## config.mk

```make
export PLATFORM = sky130hd
export DESIGN_NAME = aio_channel_cfg
export DESIGN_NICKNAME = d
export VERILOG_FILES = /design/src/shared/aio_cfg_pkg.sv /design/src/rtl/aio_param_regs.sv /design/src/rtl/aio_channel_cfg.sv
export SDC_FILE = /design/constraint.sdc
export NUM_CORES = 1
export LEC_CHECK = 0
export BUFFER_PORTS_ARGS = -buffer_cell sky130_fd_sc_hd__buf_2
export CAP_MARGIN = 10
export CORE_MARGIN = 2
export CORE_UTILIZATION = 45
export CTS_BUF_LIST = sky130_fd_sc_hd__clkbuf_8 sky130_fd_sc_hd__clkbuf_16
export DETAILED_ROUTE_END_ITERATION = 12
export HOLD_SLACK_MARGIN = 0.05
export PLACE_DENSITY = 0.71
export SYNTH_ARGS = -nofsm -noshare
export SYNTH_HDL_FRONTEND = slang
export SYNTH_HIERARCHICAL = 1
export SYNTH_SLANG_ARGS = --single-unit
```

## constraint.sdc

```tcl
create_clock -name clk_sys -period 2.66 [get_ports clk_sys]
set_clock_uncertainty 0.05 [all_clocks]
set_input_delay 0.399 -clock clk_sys [delete_from_list [all_inputs] [get_ports clk_sys]]
set_output_delay 0.399 -clock clk_sys [all_outputs]
set_load 0.05 [all_outputs]
```

## src/shared/aio_cfg_pkg.sv

```systemverilog
// Constants and carrier types for the analog channel parameter register set
// Summary of operation
// - Feature bit 0: input user scaling, reset 0
// - Feature bit 1: input factory scaling, reset 1
// - Feature bit 2: input watchdog, reset 1
// - Feature bit 3: input alternate format, reset 0
// - Feature bit 8: output user scaling, reset 0
// - Feature bit 9: output factory scaling, reset 1
// - Feature bit 10: output watchdog, reset 1
// - Feature bit 11: output alternate format, reset 0
// - Feature bit 12: user power-on value, reset 0
// - Power-on value register, reset zero
// - Input user offset register, reset zero
// - Input user gain, reset 256 means unity
// - Output user offset register, reset zero
// - Output user gain, reset 256 means unity
// - Status byte, input word; control byte, output word
// - Control bit 7 selects register access; bit 6 writes
package aio_cfg_pkg;

  localparam int          DATA_W        = 16;
  localparam int          BYTE_W        = 8;
  localparam int          REGNUM_W      = 6;

  localparam logic [5:0]  REG_FEATURE   = 6'h20;
  localparam logic [5:0]  REG_IN_OFS    = 6'h21;
  localparam logic [5:0]  REG_IN_GAIN   = 6'h22;
  localparam logic [5:0]  REG_OUT_PON   = 6'h23;
  localparam logic [5:0]  REG_OUT_OFS   = 6'h24;
  localparam logic [5:0]  REG_OUT_GAIN  = 6'h25;

  localparam int          CB_ACCESS_BIT = 7;
  localparam int          CB_WRITE_BIT  = 6;

  localparam int          FB_IN_USER    = 0;
  localparam int          FB_IN_FACT    = 1;
  localparam int          FB_IN_WDOG    = 2;
  localparam int          FB_IN_ALT     = 3;
  localparam int          FB_OUT_USER   = 8;
  localparam int          FB_OUT_FACT   = 9;
  localparam int          FB_OUT_WDOG   = 10;
  localparam int          FB_OUT_ALT    = 11;
  localparam int          FB_OUT_PON    = 12;

  localparam logic [15:0] FEATURE_RST   = 16'h0606;
  localparam logic [15:0] FEATURE_MASK  = 16'h1F0F;
  localparam logic [15:0] OFFSET_RST    = 16'h0000;
  localparam logic [15:0] GAIN_RST      = 16'h0100;
  localparam logic [15:0] PON_RST       = 16'h0000;
  localparam logic [15:0] WORD_ZERO     = 16'h0000;
  localparam logic [7:0]  BYTE_ZERO     = 8'h00;

  // Decoded feature controls
  typedef struct packed {
    logic in_user;
    logic in_fact;
    logic in_wdog;
    logic in_alt;
    logic out_user;
    logic out_fact;
    logic out_wdog;
    logic out_alt;
    logic out_pon;
  } feature_t;

  // User scaling words and power-on value of one channel
  typedef struct packed {
    logic [15:0] in_ofs;
    logic [15:0] in_gain;
    logic [15:0] out_pon;
    logic [15:0] out_ofs;
    logic [15:0] out_gain;
  } scale_t;

  // Process image toward the controller
  typedef struct packed {
    logic [7:0]  status_byte;
    logic [15:0] in_word;
  } image_in_t;

  // Process image from the controller
  typedef struct packed {
    logic [7:0]  control_byte;
    logic [15:0] out_word;
  } image_out_t;

endpackage

```

## src/rtl/aio_param_regs.sv

```systemverilog
// Parameter register storage of one channel
`timescale 1ns/10ps
module aio_param_regs #(
  parameter int W = aio_cfg_pkg::DATA_W
) (
  input  wire logic                      clk_sys,
  input  wire logic                      nrst,
  input  wire logic                      ce,
  input  wire logic                      wr_en,
  input  wire logic [5:0]                wr_num,
  input  wire logic [W-1:0]              wr_data,
  input  wire logic [5:0]                rd_num,
  output logic      [W-1:0]              rd_data,
  output logic                           rd_hit,
  output aio_cfg_pkg::feature_t          feature,
  output aio_cfg_pkg::scale_t            scale
);

  typedef struct packed {
    logic [15:0] feat;
    logic [15:0] in_ofs;
    logic [15:0] in_gain;
    logic [15:0] out_pon;
    logic [15:0] out_ofs;
    logic [15:0] out_gain;
  } regs_t;

  regs_t state_r;
  regs_t state_nxt;

  localparam regs_t REGS_RST = '{
    feat:     aio_cfg_pkg::FEATURE_RST,
    in_ofs:   aio_cfg_pkg::OFFSET_RST,
    in_gain:  aio_cfg_pkg::GAIN_RST,
    out_pon:  aio_cfg_pkg::PON_RST,
    out_ofs:  aio_cfg_pkg::OFFSET_RST,
    out_gain: aio_cfg_pkg::GAIN_RST
  };

  ////////////////////////////////////////////////////////////////////////////
  // Write path
  always_comb begin
    state_nxt = state_r;
    if (wr_en) begin
      unique case (wr_num)
        aio_cfg_pkg::REG_FEATURE:  state_nxt.feat = wr_data & aio_cfg_pkg::FEATURE_MASK;
        aio_cfg_pkg::REG_IN_OFS:   state_nxt.in_ofs = wr_data;
        aio_cfg_pkg::REG_IN_GAIN:  state_nxt.in_gain = wr_data;
        aio_cfg_pkg::REG_OUT_PON:  state_nxt.out_pon = wr_data;
        aio_cfg_pkg::REG_OUT_OFS:  state_nxt.out_ofs = wr_data;
        aio_cfg_pkg::REG_OUT_GAIN: state_nxt.out_gain = wr_data;
        default: state_nxt = state_r;
      endcase
    end
  end

  always_ff @(posedge clk_sys or negedge nrst) begin
    if (!nrst) begin
      state_r <= REGS_RST;
    end else if (ce) begin
      state_r <= state_nxt;
    end
  end

  ////////////////////////////////////////////////////////////////////////////
  // Read path, 16-bit words
  always_comb begin
    rd_hit  = 1'b1;
    rd_data = aio_cfg_pkg::WORD_ZERO;
    unique case (rd_num)
      aio_cfg_pkg::REG_FEATURE:  rd_data = state_r.feat;
      aio_cfg_pkg::REG_IN_OFS:   rd_data = state_r.in_ofs;
      aio_cfg_pkg::REG_IN_GAIN:  rd_data = state_r.in_gain;
      aio_cfg_pkg::REG_OUT_PON:  rd_data = state_r.out_pon;
      aio_cfg_pkg::REG_OUT_OFS:  rd_data = state_r.out_ofs;
      aio_cfg_pkg::REG_OUT_GAIN: rd_data = state_r.out_gain;
      default: rd_hit = 1'b0;
    endcase
  end

  assign feature.in_user  = state_r.feat[aio_cfg_pkg::FB_IN_USER];
  assign feature.in_fact  = state_r.feat[aio_cfg_pkg::FB_IN_FACT];
  assign feature.in_wdog  = state_r.feat[aio_cfg_pkg::FB_IN_WDOG];
  assign feature.in_alt   = state_r.feat[aio_cfg_pkg::FB_IN_ALT];
  assign feature.out_user = state_r.feat[aio_cfg_pkg::FB_OUT_USER];
  assign feature.out_fact = state_r.feat[aio_cfg_pkg::FB_OUT_FACT];
  assign feature.out_wdog = state_r.feat[aio_cfg_pkg::FB_OUT_WDOG];
  assign feature.out_alt  = state_r.feat[aio_cfg_pkg::FB_OUT_ALT];
  assign feature.out_pon  = state_r.feat[aio_cfg_pkg::FB_OUT_PON];
  assign scale.in_ofs     = state_r.in_ofs;
  assign scale.in_gain    = state_r.in_gain;
  assign scale.out_pon    = state_r.out_pon;
  assign scale.out_ofs    = state_r.out_ofs;
  assign scale.out_gain   = state_r.out_gain;
endmodule

```

## src/rtl/aio_channel_cfg.sv

```systemverilog
// Channel process image and register communication for the analog terminal
`timescale 1ns/10ps
module aio_channel_cfg (
  input  wire logic                      clk_sys,
  input  wire logic                      nrst,
  input  wire logic                      ce,
  input  aio_cfg_pkg::image_out_t        image_out,
  input  wire logic [15:0]               channel_sample_word,
  input  wire logic [5:0]                channel_flags,
  output aio_cfg_pkg::image_in_t         image_in,
  output logic      [15:0]               channel_drive_word,
  output logic                           parameter_access_select,
  output aio_cfg_pkg::feature_t          feature,
  output aio_cfg_pkg::scale_t            scale
);

  typedef struct packed {
    logic [7:0]  status_byte;
    logic [15:0] in_word;
    logic [15:0] drive_word;
    logic        access;
  } ch_state_t;

  ch_state_t state_r;
  ch_state_t state_nxt;

  logic [7:0]  channel_control_byte;
  logic [15:0] channel_output_word;
  logic        req_access;
  logic        req_write;
  logic [5:0]  req_num;
  logic        wr_en;
  logic [15:0] rd_data;
  logic        rd_hit;

  function automatic logic [7:0] ack_byte(input logic wr, input logic [5:0] num);
    ack_byte = {1'b1, wr, num};
  endfunction

  ////////////////////////////////////////////////////////////////////////////
  // Control byte decode
  assign channel_control_byte = image_out.control_byte;
  assign channel_output_word  = image_out.out_word;
  assign req_access = channel_control_byte[aio_cfg_pkg::CB_ACCESS_BIT];
  assign req_write  = channel_control_byte[aio_cfg_pkg::CB_WRITE_BIT];
  assign req_num    = channel_control_byte[aio_cfg_pkg::REGNUM_W-1:0];
  assign wr_en      = req_access && req_write;

  aio_param_regs #(
    .W(aio_cfg_pkg::DATA_W)
  ) u_regs (
    .clk_sys (clk_sys),
    .nrst    (nrst),
    .ce      (ce),
    .wr_en   (wr_en),
    .wr_num  (req_num),
    .wr_data (channel_output_word),
    .rd_num  (req_num),
    .rd_data (rd_data),
    .rd_hit  (rd_hit),
    .feature (feature),
    .scale   (scale)
  );

  ////////////////////////////////////////////////////////////////////////////
  // Status byte and input word
  always_comb begin
    state_nxt        = state_r;
    state_nxt.access = req_access;
    if (req_access) begin
      state_nxt.status_byte = ack_byte(req_write, req_num);
      state_nxt.in_word     = (req_write || !rd_hit) ? aio_cfg_pkg::WORD_ZERO : rd_data;
    end else begin
      state_nxt.status_byte = {2'b00, channel_flags};
      state_nxt.in_word     = channel_sample_word;
      state_nxt.drive_word  = channel_output_word;
    end
  end

  always_ff @(posedge clk_sys or negedge nrst) begin
    if (!nrst) begin
      state_r <= '{status_byte: aio_cfg_pkg::BYTE_ZERO, in_word: aio_cfg_pkg::WORD_ZERO,
                   drive_word: aio_cfg_pkg::WORD_ZERO, access: 1'b0};
    end else if (ce) begin
      state_r <= state_nxt;
    end
  end

  assign image_in.status_byte  = state_r.status_byte;
  assign image_in.in_word      = state_r.in_word;
  assign channel_drive_word    = state_r.drive_word;
  assign parameter_access_select = state_r.access;
endmodule

```

# Word level (Yosys, flattened, before mapping)
# Cells that the tools add are included.
dict set report totals {
  reg_bits 130
  word_cells 32
}
dict set report classes {
  n_eq_ne 6
  muxes 4
  bitwise_logic 1
  reduce_logical 11
}
# cell count
set ops {}
lappend ops {{case mux 16 bit (6 select lines)} 1}
lappend ops {{equality test 6 bit (second input constant)} 6}
lappend ops {{two-way mux 24 bit} 1}
lappend ops {{AND reduction 3 bit} 6}
lappend ops {{two-way mux 16 bit} 1}
lappend ops {{OR reduction 6 bit} 1}
lappend ops {{AND reduction 2 bit} 1}
lappend ops {{logical AND 1 bit} 1}
lappend ops {{logical NOT 1 bit} 1}
lappend ops {{logical OR 1 bit} 1}
lappend ops {{two-way mux 1 bit} 1}
lappend ops {{NOT 1 bit} 1}

# Longest topological paths before layout
# Gate-level depths: netlist (run 1).
dict set report logic_depth {
  word_depth 7
  mapped_depth 7
  ltp_nobuf 4
}

# Modules after synthesis
# The synthesis (run 1) kept the hierarchy.
# mod n_inst cells_each area_per_inst_um2 seq_area_each_um2
set modules_own_cells {}
lappend modules_own_cells {aio_param_regs 1 294 4254.1 2234.6}
lappend modules_own_cells {aio_channel_cfg 1 123 1756.7 1001.0}

# Worst setup path after synthesis (run 1)
# No wires, ideal clock.
dict set report synth_timing {
  path_kind {input port to flip-flop}
  start {in image_out[23] (netlist bit)}
  end {reg u_regs.state_r, in the netlist u_regs/scale[10]}
  setup_ps 128
  arrival_time_ps 1954
  t_required_ps 2482
  path_slack_ps 529
  cell_stages 6
  path_buffers 2
  path_cell_list {buf_2 and2_1 nand4b_1 nor4b_4 buf_4 mux2_1}
}
dict set report synth_between {
  elab_chain_len 2
}
# item line_no
set synth_rtl {}
lappend synth_rtl {{start: declaration} aio_channel_cfg.sv:7} ;# input aio_cfg_pkg::image_out_t image_out,
lappend synth_rtl {{logical AND 1 bit} aio_channel_cfg.sv:47} ;# assign wr_en = req_access && req_write;
lappend synth_rtl {{AND reduction 3 bit (no source line)} --}
lappend synth_rtl {{end signal: assignment} aio_param_regs.sv:61} ;# state_r <= state_nxt;
lappend synth_rtl {{end: declaration} aio_param_regs.sv:28} ;# regs_t state_r;
# Every way passes these cells.
# A chain may end at the register's enable or synchronous reset.

# Final worst setup path (run 1)
dict set report layout_timing {
  start {in image_out[18] (netlist bit)}
  end {reg u_regs.state_r, in the netlist u_regs/feature[1]}
}
dict set report layout_between {
  elab_chain_len 2
}
# item line_no
set layout_rtl {}
lappend layout_rtl {{equality test 6 bit} aio_param_regs.sv:45} ;# unique case (wr_num)
lappend layout_rtl {{AND reduction 3 bit (no source line)} --}
# Every way passes these cells.

==> impl_metrics.json, run 1 <==
{
  "pwr-share-comb_pct": 18.5,
  "muxShareOfSynthArea_pct": 28.7,
  "diodes": 0,
  "cp_max_fo": 11,
  "synth-edff-count": 0,
  "grt.busiest_layer": "met2",
  "rsz0062_at_grt": "false",
  "ff2ff_path_depth": 4,
  "synth_xor_area_share_pct": 0,
  "clock_power_share_pct": 41.7,
  "grt_max_degree": 86,
  "fin_area_um2": 7700,
  "vias": 4320,
  "netlist_instances": 417,
  "yosysWarnings": 6,
  "htreeDepth": 4,
  "powerDensity_nw_per_um2": 717,
  "synth_compound_area_share_pct": 6.20,
  "grt_pass1_vias": 4422,
  "worstPathArrival_ns": 2.19,
  "drt-wirelength-per-cell_um": 21.0,
  "cts.sinks": 129,
  "cts_buffer_depth": 2,
  "hold_violations": 0,
  "synthFlopType": "dfrtp_1",
  "synth.area.top_cells": "dfrtp_1 (51%), mux2_2 (18%), mux2_4 (4.7%)",
  "wirelength_um": 16600,
  "cts_tree": "yes",
  "startpoint_type": "input pin",
  "cap_viol_max_count": 0,
  "totalPowerFinal_mw": 5.52,
  "root_buffer": "clkbuf_16",
  "cts_resized": 0,
  "netSwitchingPower_mw": 1.62,
  "timing.fmax_mhz": 514,
  "drc": 0,
  "grt_overflow": 0,
  "cts_buffers": 17,
  "tightest_slew_ns": 0.789,
  "first_iter_violations": 256,
  "core_area_um2": 13100,
  "slew_viol_final": 0,
  "ys_ff_latch": 129,
  "outcome": "complete, no violations",
  "grt_pass1_wl_um": 25700,
  "switching_share_pct": 29.4,
  "port_buffers": 178,
  "use_met1_pct": 32.9,
  "holdCritPathClass": "input pin to flip-flop",
  "synthSimpleGateAreaFrac_pct": 8.03,
  "place_congestion": 0.828,
  "setup_viol": 0,
  "final.min_clock_period_ns": 1.94,
  "syn_nets": 466,
  "synth_cell_types": 37,
  "placed_cell_area_um2": 7090,
  "antenna_found_initial": 0,
  "synthAdderAreaFrac_pct": 0,
  "place_hpwl_um": 11900,
  "synth_top_family_by_area": "multiplexers",
  "pin_count": 179,
  "use_met2_pct": 37.0,
  "area_delta_synth_final_pct": 28.1,
  "yosys.area.top_type": "dfrtp_1",
  "dr.pass1.iters": 4,
  "grt_usage_pct": 24.0,
  "maxSlewHeadroom_pct": 47.4,
  "clk_latency_ns": 0.41,
  "grt_use_met3_pct": 6.51,
  "worstPathRequired_ns": 2.91,
  "async_flop_share_pct": 100,
  "post-route-period-util_pct": 73.1,
  "rows": 42,
  "tns_ns": 0,
  "end_kind": "flip-flop",
  "drive_above_1_share_pct": 57.0,
  "synth_top_area_share_pct": 51.2,
  "die-area_um2": 14300,
  "syn_area_um2": 6010,
  "ys_seq_area_share_pct": 53.8,
  "vias_per_cell": 5.45,
  "intPower_mw": 3.90,
  "die_h_um": 120,
  "initial_core_util_pct": 45.8,
  "num-nets-final": 652,
  "peakVddDrop_mv": 0.479,
  "critical_path_class": "input pin to flip-flop",
  "drtAntennaViolNets": 0,
  "power_frac_seq_pct": 39.7,
  "avgSynthCellArea_um2": 14.4,
  "leakage_nw": 4.12,
  "hold_depth": 2,
  "cts.clk_slew.worst_paths_ns": 0.05,
  "fp.dieW_um": 120
}
cells by family (layout without fill, tap and decap cells):
kind of cell,count (synthesis),after routing
multiplexers,146,146
flip-flops,129,129
AND/OR/NAND/NOR,64,64
AO/OA/AOI/OAI,45,45
buffers and inverters,33,232
final timing paths:
kind	startpoint	endpoint	slack, ns
worst min register to register	channel_drive_word[4]$_DFFE_PN0P_	channel_drive_word[4]$_DFFE_PN0P_	0.45
worst max register to register	u_regs/feature[8]$_DFFE_PN0P_	image_in[0]$_DFFE_PN0P_	1.11
min in group asynchronous	nrst	u_regs/scale[55]$_DFFE_PN0P_	0.54
worst min-delay path	image_out[5]	u_regs/scale[5]$_DFFE_PN0P_	0.23
max in group asynchronous	nrst	u_regs/feature[7]$_DFFE_PN1P_	1.23
worst max-delay path	image_out[18]	u_regs/feature[1]$_DFFE_PN0P_	0.72
synth_stat cells (all sizes together), types with 2 or more instances:
library cell and count:
mux2 124, dfrtp 123, buf 25, a221o 23, mux2i 19, and3b 16, nand3 10, nor3 9
a21oi 7, nor2 7, dfstp 6, a22oi 5, o211ai 5, clkbuf 4, inv 4, nand2b 4
nor2b 4, o22ai 4, mux4 3, and4b 2, nand4b 2, nor4b 2
state kept, by name, indices dropped and copies added, names as in the netlist:
signal,cells
channel_drive_word,16
image_in,24
u_regs/feature,9
u_regs/scale,80
power groups by stage:
stage	clock (mW)	sequential (mW)	combinational, mW
floorplan	0	2.68	0.251
detailed placement	0	2.23	1.03
finish	2.31	2.19	1.02
CTS	2.35	2.19	1.03
global placement	0	2.22	1.02
global route	2.46	2.21	1.07
final cells by class:
class	count	area [um^2]
multi-input combinational	255	2580
fill	1108	5440
inverter	4	15.0
tap	176	220
timing repair buffer	196	1050
clock buffer	23	508
sequential	129	3240
clock inverter	9	88.8
cells in the final DEF (no fill, tap or decap), types with 2 or more instances in the layout:
cell type  instances
dfstp_2            6
clkbuf_16         17
mux2_4            19
clkbuf_8           6
mux2_2            95
and4b_1            2
mux2_1            10
mux4_2             3
inv_1              9
nor2b_1            3
o211ai_1           5
nor3_1             9
nand2b_1           4
a21oi_1            7
nor4b_4            2
bufinv_16          2
clkinv_2           2
nand3_1           10
nor2_1             7
o22ai_1            4
and3b_1           16
mux2i_1           19
buf_4             16
buf_2            177
dfrtp_1          123
a22oi_1            5
a221o_1           23
metal layers:
metal | wire, um | part of all wire (%)
met5 | 0 | 0
met4 | 214 | 1.3
met3 | 1390 | 8.4
met2 | 7930 | 48
met1 | 7100 | 43
through the flow:
| step | utilization [%] | hold slack [ns] | std cells | setup WS (ns) |
|---|---|---|---|---|
| after global placement | 54.0 | 0.437 | 759 | 0.353 |
| after floorplan | - | 0.0534 | 417 | 0.529 |
| after global routing | 58.6 | 0.224 | 792 | 0.713 |
| final | 58.6 | 0.225 | 792 | 0.716 |
| after CTS | 58.6 | 0.206 | 792 | 0.755 |
| after detailed placement | 54.0 | 0.438 | 759 | 0.331 |
what timing repair did:
item                       CTS  global route
hold endpoints to repair    77             0
setup endpoints to repair    0             0
hold buffers                 1             0
setup buffers                0             0
critical path: stages:
cell and delay (ns):
buf_2 0.20, and4bb_1 0.40, or4b_1 0.79, mux2_4 0.40
Note: power is estimated with default switching activity, not from simulation.
==> inputs of run 2 (changes only) <==
--- a/config.mk
+++ b/config.mk
@@ -5,6 +5,7 @@
 export SDC_FILE = /design/constraint.sdc
 export NUM_CORES = 1
 export LEC_CHECK = 0
+export ABC_AREA = 1
 export BUFFER_PORTS_ARGS = -buffer_cell sky130_fd_sc_hd__buf_2
 export CAP_MARGIN = 10
 export CORE_MARGIN = 2
@@ -12,7 +13,7 @@
 export CTS_BUF_LIST = sky130_fd_sc_hd__clkbuf_8 sky130_fd_sc_hd__clkbuf_16
 export DETAILED_ROUTE_END_ITERATION = 12
 export HOLD_SLACK_MARGIN = 0.05
-export PLACE_DENSITY = 0.71
+export PLACE_DENSITY = 0.73
 export SYNTH_ARGS = -nofsm -noshare
 export SYNTH_HDL_FRONTEND = slang
 export SYNTH_HIERARCHICAL = 1
==> constraint.sdc (replaced) <==
create_clock -name clk_sys -period 1.65 [get_ports clk_sys]
set_clock_uncertainty 0.05 [all_clocks]
set_input_delay 0.2475 -clock clk_sys [delete_from_list [all_inputs] [get_ports clk_sys]]
set_output_delay 0.2475 -clock clk_sys [all_outputs]
set_load 0.05 [all_outputs]
==> run 2 against run 1 <==
  * Clock power up 53%
  * Global-route usage up 3.1 points
  * Setup slack worse by 0.60 ns
  * Critical endpoint is now feature[6]
  * Largest cell class unchanged
==> impl_metrics.json, run 2 <==
{
  "async_flop_share_pct": 100,
  "drt-wirelength-per-cell_um": 16.9,
  "final_cell_mix": "nand2_1 (263), buf_2 (177), dfrtp_1 (123), nand3_1 (93), inv_1 (81)",
  "vias_per_cell": 5.14,
  "tightest_slew_ns": 0.536,
  "htreeDepth": 4,
  "place_hpwl_um": 14400,
  "ys_seq_area_share_pct": 50.2,
  "ys_ff_latch": 129,
  "worstPathArrival_ns": 1.24,
  "final.min_clock_period_ns": 1.53,
  "grt_usage_pct": 27.0,
  "grt_pass1_wl_um": 31100,
  "grt_pass1_vias": 5872,
  "clk_latency_ns": 0.42,
  "final_common_cell": "nand2_1",
  "synth_most_common_cell": "nand2_1",
  "cp_max_fo": 3,
  "fp.dieW_um": 124,
  "slew_viol_final": 0,
  "timing.fmax_mhz": 652,
  "wirelength_um": 20000,
  "synthFlopType": "dfrtp_1",
  "cp_num_buf_inv": 1,
  "cts_tree": "yes",
  "avgSynthCellArea_um2": 8.24,
  "largest_reg_flops": 80,
  "cts_buffer_depth": 2,
  "cap_viol_max_count": 0,
  "pin_count": 179,
  "place_ws_ns": -0.0324,
  "rows": 43,
  "holdCritPathClass": "input pin to flip-flop",
  "grt_max_degree": 56,
  "hold_violations": 0,
  "yosys.area.top_type": "dfrtp_1",
  "utilization_pct": 59.8,
  "synth-edff-count": 0,
  "first_iter_violations": 478,
  "synth_top_area_share_pct": 47.8,
  "yosysWarnings": 6,
  "drive_above_1_share_pct": 31.4,
  "syn_area_um2": 6440,
  "synth_top_cells_by_count": "nand2_1 (263), dfrtp_1 (123), nand3_1 (93)",
  "die_h_um": 124,
  "syn_nets": 831,
  "leakage_nw": 4.61,
  "vias": 6089,
  "synth.area.top_cells": "dfrtp_1 (48%), nand2_1 (15%), nand3_1 (7.2%)",
  "drc": 0,
  "antenna_found_initial": 0,
  "tns_ns": 0,
  "place_congestion": 0.905,
  "cp_slowest_cell": "dfstp_2",
  "peakVddDrop_mv": 0.643,
  "root_buffer": "clkbuf_16",
  "initial_core_util_pct": 46.3,
  "cts.sinks": 129,
  "slowest_delay_ns": 0.54,
  "powerDensity_nw_per_um2": 1050,
  "die-area_um2": 15300,
  "netlist_instances": 782,
  "diodes": 0,
  "worstPathRequired_ns": 1.35,
  "fin_ws_ns": 0.115,
  "crit_family": "flip-flops",
  "synth_cell_types": 24,
  "startpoint_type": "flip-flop",
  "path_cells": "buf_2",
  "cts.clk_slew.worst_paths_ns": 0.05,
  "rsz0062_at_grt": "false",
  "post-route-period-util_pct": 93.0,
  "end_kind": "output pin",
  "dp_cells": 1129,
  "drtAntennaViolNets": 0,
  "outcome": "complete, no violations",
  "maxSlewHeadroom_pct": 64.2,
  "critical_path_class": "flip-flop to output pin",
  "area_delta_synth_final_pct": 29.4,
  "setup_viol": 0,
  "cts_resized": 0,
  "num-nets-final": 1040,
  "port_buffers": 178,
  "core_area_um2": 13900,
  "layout.cells.non_filler": 1184,
  "dr.pass1.iters": 5,
  "grt_overflow": 0,
  "cts_buffers": 17
}
## run 2: cell count changes after synthesis, sizes merged, moves of 7 or more
cell / before / now
nand2: 1 / 274
mux2: 124 / 0
o21ai: 0 / 91
nand3: 10 / 93
inv: 4 / 81
nor2: 7 / 59
a221o: 23 / 0
mux2i: 19 / 0
and3b: 16 / 0
buf: 25 / 38
nand4: 0 / 9
a21oi: 7 / 0
## run 2: repair_timing
item                                   in CTS  in global routing
hold buffers                               23                  0
setup buffers                               0                  0
endpoints found under the hold margin     146                  0
## run 2: final cells by class
class | instances | area (um^2)
fillers | 1276 | 5600
flip-flops and latches | 129 | 3240
multi-input cells | 533 | 2550
repair buffers | 229 | 1460
clock buffers | 21 | 480
inverters | 81 | 307
well taps | 180 | 225
clock inverters | 11 | 78.8
## run 2: cell families (layout without fill, tap and decap cells)
logic type / count (synthesis) / in the layout / share of synthesized area (%)
AOI/OAI and AO/OA: 91 / 91 / 9.80
buffers and inverters: 120 / 342 / 10.2
DFF: 129 / 129 / 50.2
and+or+nand+nor: 442 / 442 / 29.8
## run 2: power by group
group	internal [mW]	switching, mW	leakage (nW)
combinational	0.401	1.28	2.61
clock	2.19	1.35	0.291
sequential	3.38	0.151	1.71
total	5.97	2.79	4.61
## run 2: layer usage
| layer | up-vias | GRT usage (%) | part of all wire [%] |
|---|---|---|---|
| met5 | - | 0 | 0 |
| met4 | 0 | 9.52 | 2.5 |
| met3 | 40 | 5.72 | 8.5 |
| met2 | 300 | 44.6 | 48 |
| met1 | 2846 | 35.3 | 41 |
| li1 | 2903 | - | - |
## run 2: path summary, 6_finish.rpt
check                                             startpoint                           endpoint  slack, ns  cells past startpoint
max                            u_regs/feature[6]$_DFFE_PN1P_                         feature[6]       0.12                      1
min                                            image_out[19]           image_in[19]$_DFFE_PN0P_       0.07                      3
max reg2reg                     u_regs/scale[41]$_DFFE_PN0P_            image_in[9]$_DFFE_PN0P_       0.43                      6
min reg2reg                channel_drive_word[4]$_DFFE_PN0P_  channel_drive_word[4]$_DFFE_PN0P_       0.42                      2
max in group asynchronous                               nrst      u_regs/feature[3]$_DFFE_PN1P_       0.71                      3
min in group asynchronous                               nrst           image_in[20]$_DFFE_PN0P_       0.20                      2
## run 2: through the flow
stage	power [mW]	hold slack (ns)	cell area, um^2
floorplan	4.68	-0.0981	6440
global placement	5.20	0.101	7550
detailed placement	5.22	0.104	7550
CTS	8.79	0.0600	8340
global route	9.05	0.0808	8340
finish	8.75	0.0716	8340
